`src/logic/uart_line_map.svh`:
```
`ifndef UART_LINE_MAP_SVH
`define UART_LINE_MAP_SVH

// =====================================================================
// Clock and line rate
`define CLOCK_HZ 125000000
`define BAUD_RATE 115200
`define OS_RATE 16
`define OS_DIV (`CLOCK_HZ / (`BAUD_RATE * `OS_RATE))
`define OS_DIV_W 7

// =====================================================================
// Frame timing in oversample ticks and data bit index
`define OS_MID 4'h7
`define OS_LAST 4'hF
`define BIT_LAST 3'h7

// =====================================================================
// Data path
`define DATA_W 8
`define FIFO_DEPTH 16
`define CNT_W 5
`define LINE_IDLE 1'b1
`define TRIG_MIN 5'h01
`define CNT_ZERO 5'h00

`endif

```
`src/logic/uart_line_pkg.sv`:
```
`default_nettype none
package uart_line_pkg;
    typedef enum logic [1:0] {
        TX_IDLE = 2'b00,
        TX_START = 2'b01,
        TX_DATA = 2'b10,
        TX_STOP = 2'b11
    } tx_state_t;

    typedef enum logic [1:0] {
        RX_IDLE = 2'b00,
        RX_START = 2'b01,
        RX_DATA = 2'b10,
        RX_STOP = 2'b11
    } rx_state_t;
endpackage
`default_nettype wire

```
`src/logic/uart_channel_line.sv`:
```
// Contract
// - Loopback ignores the receive pin and feeds transmit serial to receiver.
// - Receive-ready goes low when received characters are available (block mode: at trigger level).
// - Receive-ready goes high when empty or, in block mode, below trigger level.
// - Transmit pin stays high in reset, idle, or transmitter disabled.
// - Loopback stops driving the transmit pin; data goes to receiver.
// - Transmit-ready goes low while a free transmit location exists.
// - Block mode: transmit-ready goes high when transmit buffer is full.
// - Both ready outputs also give valid status in single mode.
`include "uart_line_map.svh"
`default_nettype none
module uart_channel_line
    import uart_line_pkg::*;
(
    // Clock and reset
    input wire logic clock,
    input wire logic rst_n,
    // Serial line
    input wire logic serial_in,
    output logic serial_out,
    // DMA status
    output logic receive_ready_n,
    output logic transmit_ready_n,
    // Control
    input wire logic loopback_en,
    input wire logic tx_enable,
    input wire logic dma_block_mode,
    input wire logic [4:0] rx_trigger_level,
    // Transmit data
    input wire logic [7:0] tx_data,
    input wire logic tx_valid,
    output logic tx_ready,
    // Receive data
    output logic [7:0] rx_data,
    output logic rx_valid,
    input wire logic rx_ready
);
    // =================================================================
    // Oversample divider
    logic [`OS_DIV_W-1:0] div_q;
    logic os_tick_q;

    always_ff @(posedge clock or negedge rst_n) begin
        if (!rst_n) begin
            div_q <= '0;
            os_tick_q <= 1'b0;
        end else if (div_q == `OS_DIV_W'(`OS_DIV - 1)) begin
            div_q <= '0;
            os_tick_q <= 1'b1;
        end else begin
            div_q <= div_q + 1'b1;
            os_tick_q <= 1'b0;
        end
    end

    // =================================================================
    // Transmit buffer
    logic [7:0] txf_data;
    logic txf_valid;
    logic txf_pop;
    logic txf_full;
    logic [`CNT_W-1:0] txf_count;

    sync_fifo #(
        .WIDTH(`DATA_W),
        .DEPTH(`FIFO_DEPTH)
    ) u_tx_fifo (
        .clock(clock),
        .rst_n(rst_n),
        .in_data(tx_data),
        .in_valid(tx_valid),
        .in_ready(tx_ready),
        .out_data(txf_data),
        .out_valid(txf_valid),
        .out_ready(txf_pop),
        .count(txf_count),
        .full(txf_full)
    );

    // =================================================================
    // Transmitter
    tx_state_t tx_state_q;
    logic [7:0] tx_shift_q;
    logic [3:0] tx_os_q;
    logic [2:0] tx_bit_q;
    logic tx_line_q;
    logic tx_last;

    // Frames start only from idle, so a disable starts no new frame; one in flight runs on with the pin held idle
    assign txf_pop = (tx_state_q == TX_IDLE) && tx_enable && txf_valid;
    assign tx_last = os_tick_q && (tx_os_q == `OS_LAST);

    always_ff @(posedge clock or negedge rst_n) begin
        if (!rst_n) begin
            tx_state_q <= TX_IDLE;
            tx_shift_q <= '0;
            tx_os_q <= '0;
            tx_bit_q <= '0;
            tx_line_q <= `LINE_IDLE;
        end else begin
            if (os_tick_q) begin
                tx_os_q <= tx_os_q + 1'b1;
            end
            case (tx_state_q)
                TX_IDLE: begin
                    tx_line_q <= `LINE_IDLE;
                    if (txf_pop) begin
                        tx_shift_q <= txf_data;
                        tx_os_q <= '0;
                        tx_bit_q <= '0;
                        tx_line_q <= 1'b0;
                        tx_state_q <= TX_START;
                    end
                end
                TX_START: begin
                    if (tx_last) begin
                        tx_line_q <= tx_shift_q[0];
                        tx_state_q <= TX_DATA;
                    end
                end
                TX_DATA: begin
                    if (tx_last) begin
                        if (tx_bit_q == `BIT_LAST) begin
                            tx_line_q <= `LINE_IDLE;
                            tx_state_q <= TX_STOP;
                        end else begin
                            tx_shift_q <= {1'b0, tx_shift_q[7:1]};
                            tx_line_q <= tx_shift_q[1];
                            tx_bit_q <= tx_bit_q + 1'b1;
                        end
                    end
                end
                TX_STOP: begin
                    if (tx_last) begin
                        tx_state_q <= TX_IDLE;
                    end
                end
                default: begin
                    tx_state_q <= TX_IDLE;
                end
            endcase
        end
    end

    // Pin held idle in loopback or when disabled
    logic serial_out_q;

    always_ff @(posedge clock or negedge rst_n) begin
        if (!rst_n) begin
            serial_out_q <= `LINE_IDLE;
        end else if (loopback_en || !tx_enable) begin
            serial_out_q <= `LINE_IDLE;
        end else begin
            serial_out_q <= tx_line_q;
        end
    end

    assign serial_out = serial_out_q;

    // =================================================================
    // Receive input synchroniser and source select
    logic rx_meta_q;
    logic rx_sync_q;
    logic rx_src;

    // Reset to idle so a held-high line never looks like a start bit
    always_ff @(posedge clock or negedge rst_n) begin
        if (!rst_n) begin
            rx_meta_q <= `LINE_IDLE;
            rx_sync_q <= `LINE_IDLE;
        end else begin
            rx_meta_q <= serial_in;
            rx_sync_q <= rx_meta_q;
        end
    end

    assign rx_src = loopback_en ? tx_line_q : rx_sync_q;

    // =================================================================
    // Receiver
    rx_state_t rx_state_q;
    logic [7:0] rx_shift_q;
    logic [3:0] rx_os_q;
    logic [2:0] rx_bit_q;
    logic rx_push_q;
    logic [7:0] rx_byte_q;
    logic rx_last;

    assign rx_last = os_tick_q && (rx_os_q == `OS_LAST);

    always_ff @(posedge clock or negedge rst_n) begin
        if (!rst_n) begin
            rx_state_q <= RX_IDLE;
            rx_shift_q <= '0;
            rx_os_q <= '0;
            rx_bit_q <= '0;
            rx_push_q <= 1'b0;
            rx_byte_q <= '0;
        end else begin
            rx_push_q <= 1'b0;
            if (os_tick_q) begin
                rx_os_q <= rx_os_q + 1'b1;
            end
            case (rx_state_q)
                RX_IDLE: begin
                    rx_os_q <= '0;
                    if (!rx_src) begin
                        rx_state_q <= RX_START;
                    end
                end
                RX_START: begin
                    if (os_tick_q && rx_os_q == `OS_MID) begin
                        rx_os_q <= '0;
                        rx_bit_q <= '0;
                        // Glitch shorter than half a bit is rejected
                        rx_state_q <= rx_src ? RX_IDLE : RX_DATA;
                    end
                end
                RX_DATA: begin
                    if (rx_last) begin
                        rx_shift_q <= {rx_src, rx_shift_q[7:1]};
                        rx_bit_q <= rx_bit_q + 1'b1;
                        if (rx_bit_q == `BIT_LAST) begin
                            rx_state_q <= RX_STOP;
                        end
                    end
                end
                RX_STOP: begin
                    if (rx_last) begin
                        // Bad stop bit drops the character
                        rx_push_q <= rx_src;
                        rx_byte_q <= rx_shift_q;
                        rx_state_q <= RX_IDLE;
                    end
                end
                default: begin
                    rx_state_q <= RX_IDLE;
                end
            endcase
        end
    end

    // =================================================================
    // Receive buffer; a character arriving while full is lost
    logic [`CNT_W-1:0] rxf_count;
    logic rxf_full;

    sync_fifo #(
        .WIDTH(`DATA_W),
        .DEPTH(`FIFO_DEPTH)
    ) u_rx_fifo (
        .clock(clock),
        .rst_n(rst_n),
        .in_data(rx_byte_q),
        .in_valid(rx_push_q),
        .in_ready(),
        .out_data(rx_data),
        .out_valid(rx_valid),
        .out_ready(rx_ready),
        .count(rxf_count),
        .full(rxf_full)
    );

    // =================================================================
    // DMA ready status
    logic [`CNT_W-1:0] trig_eff;
    logic rx_avail;
    logic receive_ready_n_q;
    logic transmit_ready_n_q;

    // A trigger of zero would assert with nothing to read
    assign trig_eff = (rx_trigger_level == `CNT_ZERO) ? `TRIG_MIN
                                                      : rx_trigger_level;
    assign rx_avail = dma_block_mode ? (rxf_count >= trig_eff)
                                     : (rxf_count != `CNT_ZERO);

    always_ff @(posedge clock or negedge rst_n) begin
        if (!rst_n) begin
            receive_ready_n_q <= 1'b1;
            transmit_ready_n_q <= 1'b1;
        end else begin
            receive_ready_n_q <= !rx_avail;
            transmit_ready_n_q <= txf_full;
        end
    end

    assign receive_ready_n = receive_ready_n_q;
    assign transmit_ready_n = transmit_ready_n_q;
endmodule
`default_nettype wire

```
`src/logic/sync_fifo.sv`:
```
`default_nettype none
module sync_fifo #(
    parameter int WIDTH = 8,
    parameter int DEPTH = 16
) (
    // Clock and reset
    input wire logic clock,
    input wire logic rst_n,
    // Fill side
    input wire logic [WIDTH-1:0] in_data,
    input wire logic in_valid,
    output logic in_ready,
    // Drain side
    output logic [WIDTH-1:0] out_data,
    output logic out_valid,
    input wire logic out_ready,
    // Status
    output logic [$clog2(DEPTH):0] count,
    output logic full
);
    localparam int AW = $clog2(DEPTH);

    logic [WIDTH-1:0] mem_q [DEPTH];
    logic [AW-1:0] wr_ptr_q;
    logic [AW-1:0] rd_ptr_q;
    logic [AW:0] count_q;
    logic full_q;
    logic valid_q;
    logic ready_q;
    logic push;
    logic pop;
    logic [AW:0] count_d;

    // Flags kept as their own flops so the handshake outputs are registered
    assign push = in_valid && ready_q;
    assign pop = out_ready && valid_q;
    assign in_ready = ready_q;
    assign out_valid = valid_q;
    assign out_data = mem_q[rd_ptr_q];
    assign count = count_q;
    assign full = full_q;

    always_comb begin
        count_d = count_q;
        if (push && !pop) begin
            count_d = count_q + 1'b1;
        end else if (pop && !push) begin
            count_d = count_q - 1'b1;
        end
    end

    always_ff @(posedge clock) begin
        if (push) begin
            mem_q[wr_ptr_q] <= in_data;
        end
    end

    always_ff @(posedge clock or negedge rst_n) begin
        if (!rst_n) begin
            wr_ptr_q <= '0;
            rd_ptr_q <= '0;
            count_q <= '0;
            full_q <= 1'b0;
            valid_q <= 1'b0;
            ready_q <= 1'b1;
        end else begin
            if (push) begin
                wr_ptr_q <= wr_ptr_q + 1'b1;
            end
            if (pop) begin
                rd_ptr_q <= rd_ptr_q + 1'b1;
            end
            count_q <= count_d;
            full_q <= (count_d == (AW+1)'(DEPTH));
            ready_q <= (count_d != (AW+1)'(DEPTH));
            valid_q <= (count_d != '0);
        end
    end
endmodule
`default_nettype wire

```
`config.mk`:
```
export PLATFORM = sky130hd
export DESIGN_NAME = uart_channel_line
export DESIGN_NICKNAME = d
export VERILOG_FILES = /design/src/logic/uart_line_pkg.sv /design/src/logic/uart_channel_line.sv /design/src/logic/sync_fifo.sv
export VERILOG_INCLUDE_DIRS = /design/src /design/src/logic
export SDC_FILE = /design/constraint.sdc
export NUM_CORES = 1
export LEC_CHECK = 0
export BUFFER_PORTS_ARGS = -buffer_cell sky130_fd_sc_hd__buf_2
export CAP_MARGIN = 10
export CORE_MARGIN = 2
export CORE_UTILIZATION = 29
export DETAILED_ROUTE_END_ITERATION = 8
export GPL_ROUTABILITY_DRIVEN = 0
export PLACE_DENSITY = 0.51
export SYNTH_ARGS = -nofsm -noshare
export SYNTH_HDL_FRONTEND = slang
export SYNTH_SLANG_ARGS = --single-unit
```
`constraint.sdc`:
```
create_clock -name clock -period 4.2 [get_ports clock]
set_input_delay 0.42 -clock clock [delete_from_list [all_inputs] [get_ports clock]]
set_output_delay 0.42 -clock clock [all_outputs]
set_load 0.05 [all_outputs]
```
---- After elaboration in Yosys (flattened, before gate mapping) ----
Memory sizes are Yosys's and may differ from the RTL's.
Cells that the tools add are included.
storage, ports and cells
  memory bits (writable) .................. 256
  input bits .............................. 21
  register bits after elaboration ......... 88
  output and inout port bits .............. 13
  memories kept ........................... 2
  logic and storage cells ................. 158
memory list
  memory           depth  bits a word  rd ports  clocked after Yosys merged registers in  wr ports  RTL line         text
  u_rx_fifo.mem_q  16     8            1         0                                        1         sync_fifo.sv:23  logic [WIDTH-1:0] mem_q [DEPTH];
  u_tx_fifo.mem_q  16     8            1         0                                        1         sync_fifo.sv:23
operators by class
  mux-type cells .......................... 51
  $lt $le $gt $ge ......................... 1
  add/sub/neg operators ................... 13
  reduce and logical (&&, ||, !) cells .... 36
  equal/unequal tests ..................... 26
operator list
  cell                 count
  $mux 5               5
  $add 4x1->4 const B  6
  $mux 8               3
  $mux 2               11
  $mux 4               5
  $ne 2x2->1 const B   10
  $pmux 2 s4           2
  $pmux 8 s2           1
  $mux 3               5
  $reduce_bool 5->1    3
  $mux 1               14
  $logic_and 1x1->1    13
  $pmux 3 s2           2
  $add 5x1->5 const B  2
  $ne 5x5->1 const B   2
  $reduce_and 5->1     2
  $sub 5x1->5 const B  2
  $eq 2x2->1 const B   4
  $eq 4x4->1 const B   2
  $pmux 4 s2           1
  $add 7x1->7 const B  1
  $eq 7x7->1 const B   1
  $mux 7               1
  $add 3x1->3 const B  2
  16 further kinds     27

---- Logic depth before layout (Yosys ltp) ----
Gate-level depths: netlist (run 1).
  word-level depth ........................ 8
  mapped depth ............................ 9
  mapped depth without buffers ............ 8

---- Modules after synthesis ----
A second synthesis (run 1) with hierarchy kept.
unflattened totals
  cell total of the unflattened synthesis .. 863
  area, all modules ....................... 14,468.9 um2
modules (own cells, without submodules)
  module                 area each (um2)  instances  cells each  sequential area each (um2)
  sync_fifo (u_rx_fifo)  5,755.5          1          298         4,245.3
  sync_fifo (u_tx_fifo)  5,743.0          1          294         4,245.3
  uart_channel_line      2,970.3          1          271         1,433.9

---- Worst setup path before layout (run 1) ----
No wires, ideal clock.
  path kind ............................... register to output
  start point ............................. reg u_rx_fifo.rd_ptr_q[1]
  end point ............................... out rx_data[6]
  buffers on the path ..................... 2
  path slack .............................. 1.941 ns
  stages on the path, launching flop included .. 6
  data required time ...................... 3.780 ns
  data arrival time ....................... 1.839 ns
  cells stage by stage .................... dfrtp_1 clkbuf_1 clkbuf_1 mux4_2 a22oi_1 nand2_1
on the way
  longest elaborated chain between the ends .. 1
ends and longest elaborated chain
  element                   RTL line                 text
  start: declaration        sync_fifo.sv:25          logic [AW-1:0] rd_ptr_q;
  start signal: assignment  sync_fifo.sv:71          rd_ptr_q <= rd_ptr_q + 1'b1;
  $mem_v2 16x8              n/a
  end: declaration          uart_channel_line.sv:34  output logic [7:0] rx_data,
No other way between the ends.

---- Worst setup path after layout (run 1) ----
Same ends and word-level chain as after synthesis.

==> flow_metrics.env, run 1 <==
export IMPL_status="complete, no violations"
export IMPL_post_route_period_util=0.843
export IMPL_clock_sinks=344
export IMPL_cts_path_max_buffers=3
export IMPL_die_area_um2=50800
export IMPL_path_max_fanout=21
export IMPL_antenna_found_initial=2
export IMPL_synth_flop_cell="edfxtp_1"
export IMPL_coreArea_um2=48600
export IMPL_wl_per_cell_um=18.6
export IMPL_critPathLaunchType="register"
export IMPL_drt_first_iter_violations=567
export IMPL_drive_gt1_frac=0.177
export IMPL_core_rowCount=81
export IMPL_report_final_slew_viol_count=0
export IMPL_hold_viol_final=0
export IMPL_yosysWarnings=0
export IMPL_end_kind="output pin"
export IMPL_die_w_um=225
export IMPL_num_vias=7604
export IMPL_synth_most_common_cell="edfxtp_1"
export IMPL_fin_tns_setup_ns=0
export IMPL_peakVddDrop_mv=0.327
export IMPL_fp_dieH_um=225
export IMPL_antennaDiodeCount=0
export IMPL_drt_pass1_iter_count=5
export IMPL_clockRootBuffer="clkbuf_16"
export IMPL_power_density_nw_per_um2=534
export IMPL_viasPerCell=4.80
export IMPL_setup_viol=0
export IMPL_syn_nets=942
export IMPL_overflow=0
export IMPL_layout_nets=988
export IMPL_syn_avg_cell_area_um2=16.0
export IMPL_grt_pass1_vias=7748
export IMPL_track_usage=0.120
export IMPL_synth_cell_types=53
export IMPL_ctsHtreeMaxLevel=2
export IMPL_drt_antenna_violating_nets=0
export IMPL_synth_area_top_cells="edfxtp_1 (54%), dfrtp_1 (14%), mux4_2 (5.5%), mux2i_1 (3.9%), ha_1 (2.9%)"
export IMPL_dpl_cell_count=1513
export IMPL_drc=0
export IMPL_grt_pass1_wl_um=46100
export IMPL_ys_ff_latch=344
export IMPL_grt_max_degree=58
export IMPL_tightest_slew_ns=1.09
export IMPL_min_period_ns=3.54
export IMPL_ioPinCount=34
export IMPL_arrival_ns=3.12
export IMPL_maxSlewHeadroom=0.273
export IMPL_netlist_area_um2=14200
export IMPL_postCtsSetupBuffers=0
export IMPL_synth_edf_count=256
export IMPL_post_cts_resized=0
export IMPL_ys_seq_area_frac=0.697
export IMPL_yosys_top_cells_count="edfxtp_1 (256), dfrtp_1 (80), nand2_1 (57), mux2i_1 (56), nor2_1 (40)"
export IMPL_clk_pin_slew_ns=0.06
export IMPL_synth_cells=888
export IMPL_layout_cells_non_filler=1584
export IMPL_max_freq_ghz=0.282
export IMPL_p_leak_nw=5.42
export IMPL_numCtsBuffers=38
export IMPL_rsz0062_at_grt="false"
export IMPL_totalWireLength_um=29500
export IMPL_area_growth_pct=14.9
export IMPL_insertion_delay_ns=0.53
export IMPL_path_class="register to output pin"
export IMPL_cts_tree="built"
export IMPL_crit_required_ns=3.78
export IMPL_portBuffers=33
export IMPL_synth_top_cell_area_share=0.541
export IMPL_placed_area_um2=15100
export IMPL_synth_largest_area_cell="edfxtp_1"
export IMPL_dp_hpwl_um=19100
export IMPL_maxCapViolCount=0
export IMPL_ys_async_sr_fraction=0.256
export IMPL_initial_core_util=0.292
export IMPL_hold_path_class="input pin to register"
export IMPL_finClkSkew_ns=0.0121
export IMPL_ctsHoldBuffers=2
export IMPL_final_cell_area_um2=16300
-- worst paths after layout --
kind | from | endpoint | slack [ns] | cells past startpoint
min in group asynchronous | rst_n | u_tx_fifo.wr_ptr_q[0] | 0.38 | 2
hold / removal | tx_enable | serial_out | 0.10 | 2
setup / recovery | u_rx_fifo.rd_ptr_q[1] | rx_data[6] | 0.66 | 5
setup reg to reg | u_tx_fifo.rd_ptr_q[0] | tx_shift_q[1] | 1.62 | 5
max in group asynchronous | rst_n | u_rx_fifo.rd_ptr_q[0] | 2.61 | 3
hold reg to reg | rx_meta_q | rx_sync_q | 0.36 | 0
-- layout by cell type, fill, tap and decap left out, types with 3 or more instances in the layout --
cell	count
clkinvlp_4	3
nor3_1	8
o22ai_1	8
mux4_2	35
inv_1	20
dfrtp_1	78
clkinv_1	9
nand2b_1	7
nor3b_1	3
o21ai_0	26
nor2b_1	6
nor2_1	40
a22oi_1	22
xor2_1	6
mux2i_1	56
a22o_1	3
nand3_1	9
o21a_1	8
bufinv_16	5
a31oi_1	5
a21oi_1	23
ha_1	33
clkbuf_16	39
dfstp_2	8
xnor2_1	25
nand4_1	6
o311ai_0	8
clkbuf_1	5
clkinv_2	5
and3_1	14
a221oi_1	11
edfxtp_1	256
nand2_1	57
buf_4	9
mux2_2	24
and2_1	17
buf_2	32
-- cells by family after synthesis --
| group | after synthesis | share of synthesized area |
|---|---|---|
| DFF | 344 | 0.697 |
| xor gates and xnor gates | 31 | 0.0191 |
| buffers and inverters | 59 | 0.0183 |
| and+or+nand+nor | 179 | 0.0623 |
| muxes | 115 | 0.114 |
| adders and majority gates | 35 | 0.0305 |
| AOI/OAI and AO/OA | 125 | 0.0593 |
-- critical path, stage by stage (launching register included) --
cell	delay (ns)
dfrtp_1	0.70
nor2b_1	0.99
a21oi_1	0.28
a22oi_1	0.23
nand2_1	0.13
buf_2	0.23
-- layout make-up --
class / instances / area, um^2
fillers: 4680 / 32300
flip-flops and latches: 344 / 9900
multi-input cells: 485 / 4050
clock buffers: 44 / 995
well taps: 622 / 778
repair buffers: 45 / 275
clock inverters: 24 / 249
inverters: 20 / 75.1
-- registers in the layout (all words and copies together) (netlist names), 2 cells and up, named ones only --
| signal | cells |
|---|---|
| u_rx_fifo.mem_q | 128 |
| u_tx_fifo.mem_q | 128 |
| rx_byte_q | 8 |
| rx_shift_q | 8 |
| tx_shift_q | 8 |
| div_q | 7 |
| u_rx_fifo.count | 5 |
| u_tx_fifo.count | 5 |
| rx_os_q | 4 |
| tx_os_q | 4 |
| u_rx_fifo.rd_ptr_q | 4 |
| u_rx_fifo.wr_ptr_q | 4 |
| u_tx_fifo.rd_ptr_q | 4 |
| u_tx_fifo.wr_ptr_q | 4 |
| rx_bit_q | 3 |
| tx_bit_q | 3 |
| tx_state_q | 2 |
-- stage by stage --
stage | worst slack (ns) | hold slack (ns) | util | total power, mW
after floorplan | 1.94 | 0.124 | - | 5.09
after global placement | 1.31 | 0.346 | 0.309 | 5.45
after detailed placement | 1.23 | 0.345 | 0.309 | 5.47
after CTS | 0.645 | 0.0857 | 0.335 | 8.85
after global routing | 0.407 | 0.0869 | 0.336 | 9.12
final | 0.657 | 0.101 | 0.336 | 8.72
-- layer usage --
layer / part of all wire / GRT usage
met4: 0.031 / 0.0449
met5: 0.00037 / 0
met1: 0.46 / 0.158
met2: 0.47 / 0.193
met3: 0.040 / 0.0266
-- power breakdown --
group	switching, mW	total [mW]	internal (mW)
sequential	0.275	4.15	3.88
clock	1.32	3.33	2.00
combinational	0.755	1.24	0.485
total	2.35	8.72	6.37
(Power assumes the default switching activity.)
==> run 2: changes to the inputs <==
Clock period 4.2 ns to 3.6 ns, I/O delays scaled along.
==> run 2 against run 1 <==
Against the previous run: global-route usage decreased by 0.20 points; clock power grew 11%; sequential share of layout area is 0.056 points higher; combinational power is 27% higher; via count shrank 1.3%; hold slack about the same; sequential power rose by 15%; die area did not move; critical path type unchanged; total power is 15% higher; critical path depth unchanged; flip-flop and latch count is the same.
==> flow_metrics.env, run 2 (same netlist as run 1, synthesis figures left out) <==
export IMPL_p_sw_frac=0.282
export IMPL_area_growth_pct=14.8
export IMPL_power_switching_mw=2.84
export IMPL_reg_top3="u_rx_fifo.mem_q (128), u_tx_fifo.mem_q (128)"
export IMPL_coreArea_um2=48600
export IMPL_min_period_ns=3.19
export IMPL_rsz0062_at_grt="false"
export IMPL_power_frac_comb=0.156
export IMPL_totalWireLength_um=28900
export IMPL_seq_power_share=0.475
export IMPL_tightest_slew_ns=0.942
export IMPL_fin_tns_setup_ns=0
export IMPL_max_freq_ghz=0.313
export IMPL_post_route_period_util=0.887
export IMPL_whs_ns=0.101
export IMPL_finClkSkew_ns=0.0254
export IMPL_ioPinCount=34
export IMPL_cts_tree="built"
export IMPL_clkPwrFrac=0.369
export IMPL_grt_pass1_wl_um=45600
export IMPL_layout_nets=993
export IMPL_drt_pass1_iter_count=4
export IMPL_antenna_found_initial=0
export IMPL_final_common_cell="edfxtp_1"
export IMPL_wl_per_cell_um=18.2
export IMPL_insertion_delay_ns=0.56
export IMPL_final_util=0.335
export IMPL_viasPerCell=4.72
export IMPL_final_cell_area_um2=16300
export IMPL_layout_cells_non_filler=1590
export IMPL_crit_path_start="u_rx_fifo.rd_ptr_q[0]"
export IMPL_overflow=0
export IMPL_numCtsBuffers=38
export IMPL_dp_hpwl_um=18600
export IMPL_core_rowCount=81
export IMPL_p_leak_nw=5.42
export IMPL_end_kind="output pin"
export IMPL_crit_slowest_cell="dfrtp_2"
export IMPL_path_max_fanout=26
export IMPL_critPathBufInv=2
export IMPL_initial_core_util=0.292
export IMPL_clock_sinks=344
export IMPL_antennaDiodeCount=0
export IMPL_critPathMaxStageDelay_ns=0.86
export IMPL_grt_max_degree=39
export IMPL_drt_antenna_violating_nets=0
export IMPL_p_int_mw=7.22
export IMPL_clockRootBuffer="clkbuf_16"
export IMPL_layout_common_cells="edfxtp_1 (256), dfrtp_1 (78), nand2_1 (57)"
export IMPL_cts_path_max_buffers=3
export IMPL_track_usage=0.118
export IMPL_die_area_um2=50800
export IMPL_maxCapViolCount=0
export IMPL_dpl_cell_count=1518
export IMPL_path_class="register to output pin"
export IMPL_setup_slack_ns=0.406
export IMPL_hp_start="loopback_en"
export IMPL_fp_dieH_um=225
export IMPL_critPathLaunchType="register"
export IMPL_power_total_mw=10.1
export IMPL_status="complete, no violations"
export IMPL_ctsHtreeMaxLevel=2
export IMPL_drc=0
export IMPL_post_cts_resized=0
export IMPL_clk_pin_slew_ns=0.06
export IMPL_grt_pass1_vias=7655
export IMPL_drt_first_iter_violations=436
export IMPL_timing_rr_start="tx_state_q[0]"
export IMPL_crit_required_ns=3.24
export IMPL_hold_path_class="input pin to register"
export IMPL_drive_gt1_frac=0.179
export IMPL_num_vias=7504
export IMPL_placed_area_um2=15100
export IMPL_report_final_slew_viol_count=0
export IMPL_die_w_um=225
export IMPL_pre_cts_ws_ns=0.940
export IMPL_arrival_ns=2.83
export IMPL_setup_viol=0
export IMPL_hold_viol_final=0
export IMPL_portBuffers=33
export IMPL_maxSlewHeadroom=0.369
export IMPL_power_density_nw_per_um2=617
export IMPL_peakVddDrop_mv=0.311
export IMPL_cp_top_family="flip-flops"
export IMPL_path_cells="buf_12 > mux4_2 > a22oi_1 > nand2_1 > buf_2"
==> run 2: cell count changes in the layout (fill, tap and decap cells not counted), sizes merged <==
cell         delta
dlygate4sd3     +1
clkinv          +3
bufinv          -3
inv             +1
clkinvlp        -1
buf             +5
==> run 2: final timing paths <==
path,cells past startpoint,end,slack [ns]
setup / recovery,5,rx_data[5],0.41
hold / removal,3,serial_out,0.10
setup reg to reg,8,u_tx_fifo.out_valid,1.07
hold reg to reg,0,transmit_ready_n,0.36
max in group asynchronous,3,u_tx_fifo.rd_ptr_q[1],2.47
min in group asynchronous,2,div_q[3],0.27
==> run 2: power by group through the flow <==
stage	Combinational (mW)	Clock, mW	Sequential (mW)
after floorplan	1.17	0	4.77
after global placement	1.58	0	4.85
after detailed placement	1.59	0	4.86
after CTS	1.60	3.84	4.78
after global routing	1.74	4.01	4.81
final	1.57	3.71	4.77
==> run 2: metal layers <==
layer / wire length (um) / global-route usage / part of all wire / vias up
li1: - / - / - / 3525
met1: 13200 / 0.156 / 0.46 / 3815
met2: 13800 / 0.193 / 0.48 / 117
met3: 1240 / 0.0239 / 0.043 / 47
met4: 645 / 0.0408 / 0.022 / 0
met5: 0 / 0 / 0 / -
==> run 2: area by class of cell <==
class | count | area [um^2]
well taps | 622 | 778
clock inverters | 24 | 211
inverters | 20 | 75.1
multi-input cells | 485 | 4050
flip-flops and latches | 344 | 9900
clock buffers | 45 | 977
fillers | 4717 | 32300
repair buffers | 50 | 315
==> run 2: worst register-to-register path, stage by stage, from the launching register on <==
cell and delay, ns:
dfrtp_1 0.39, inv_1 0.10, ha_1 0.27, and3_1 0.33
and3_1 0.22, a31oi_1 0.19, xor2_1 0.27, inv_1 0.08
or4b_1 0.54
==> run 2: what timing repair did <==
item	CTS	global route
endpoints found under the hold margin	31	0
buffers inserted	0	0
hold buffers	3	0
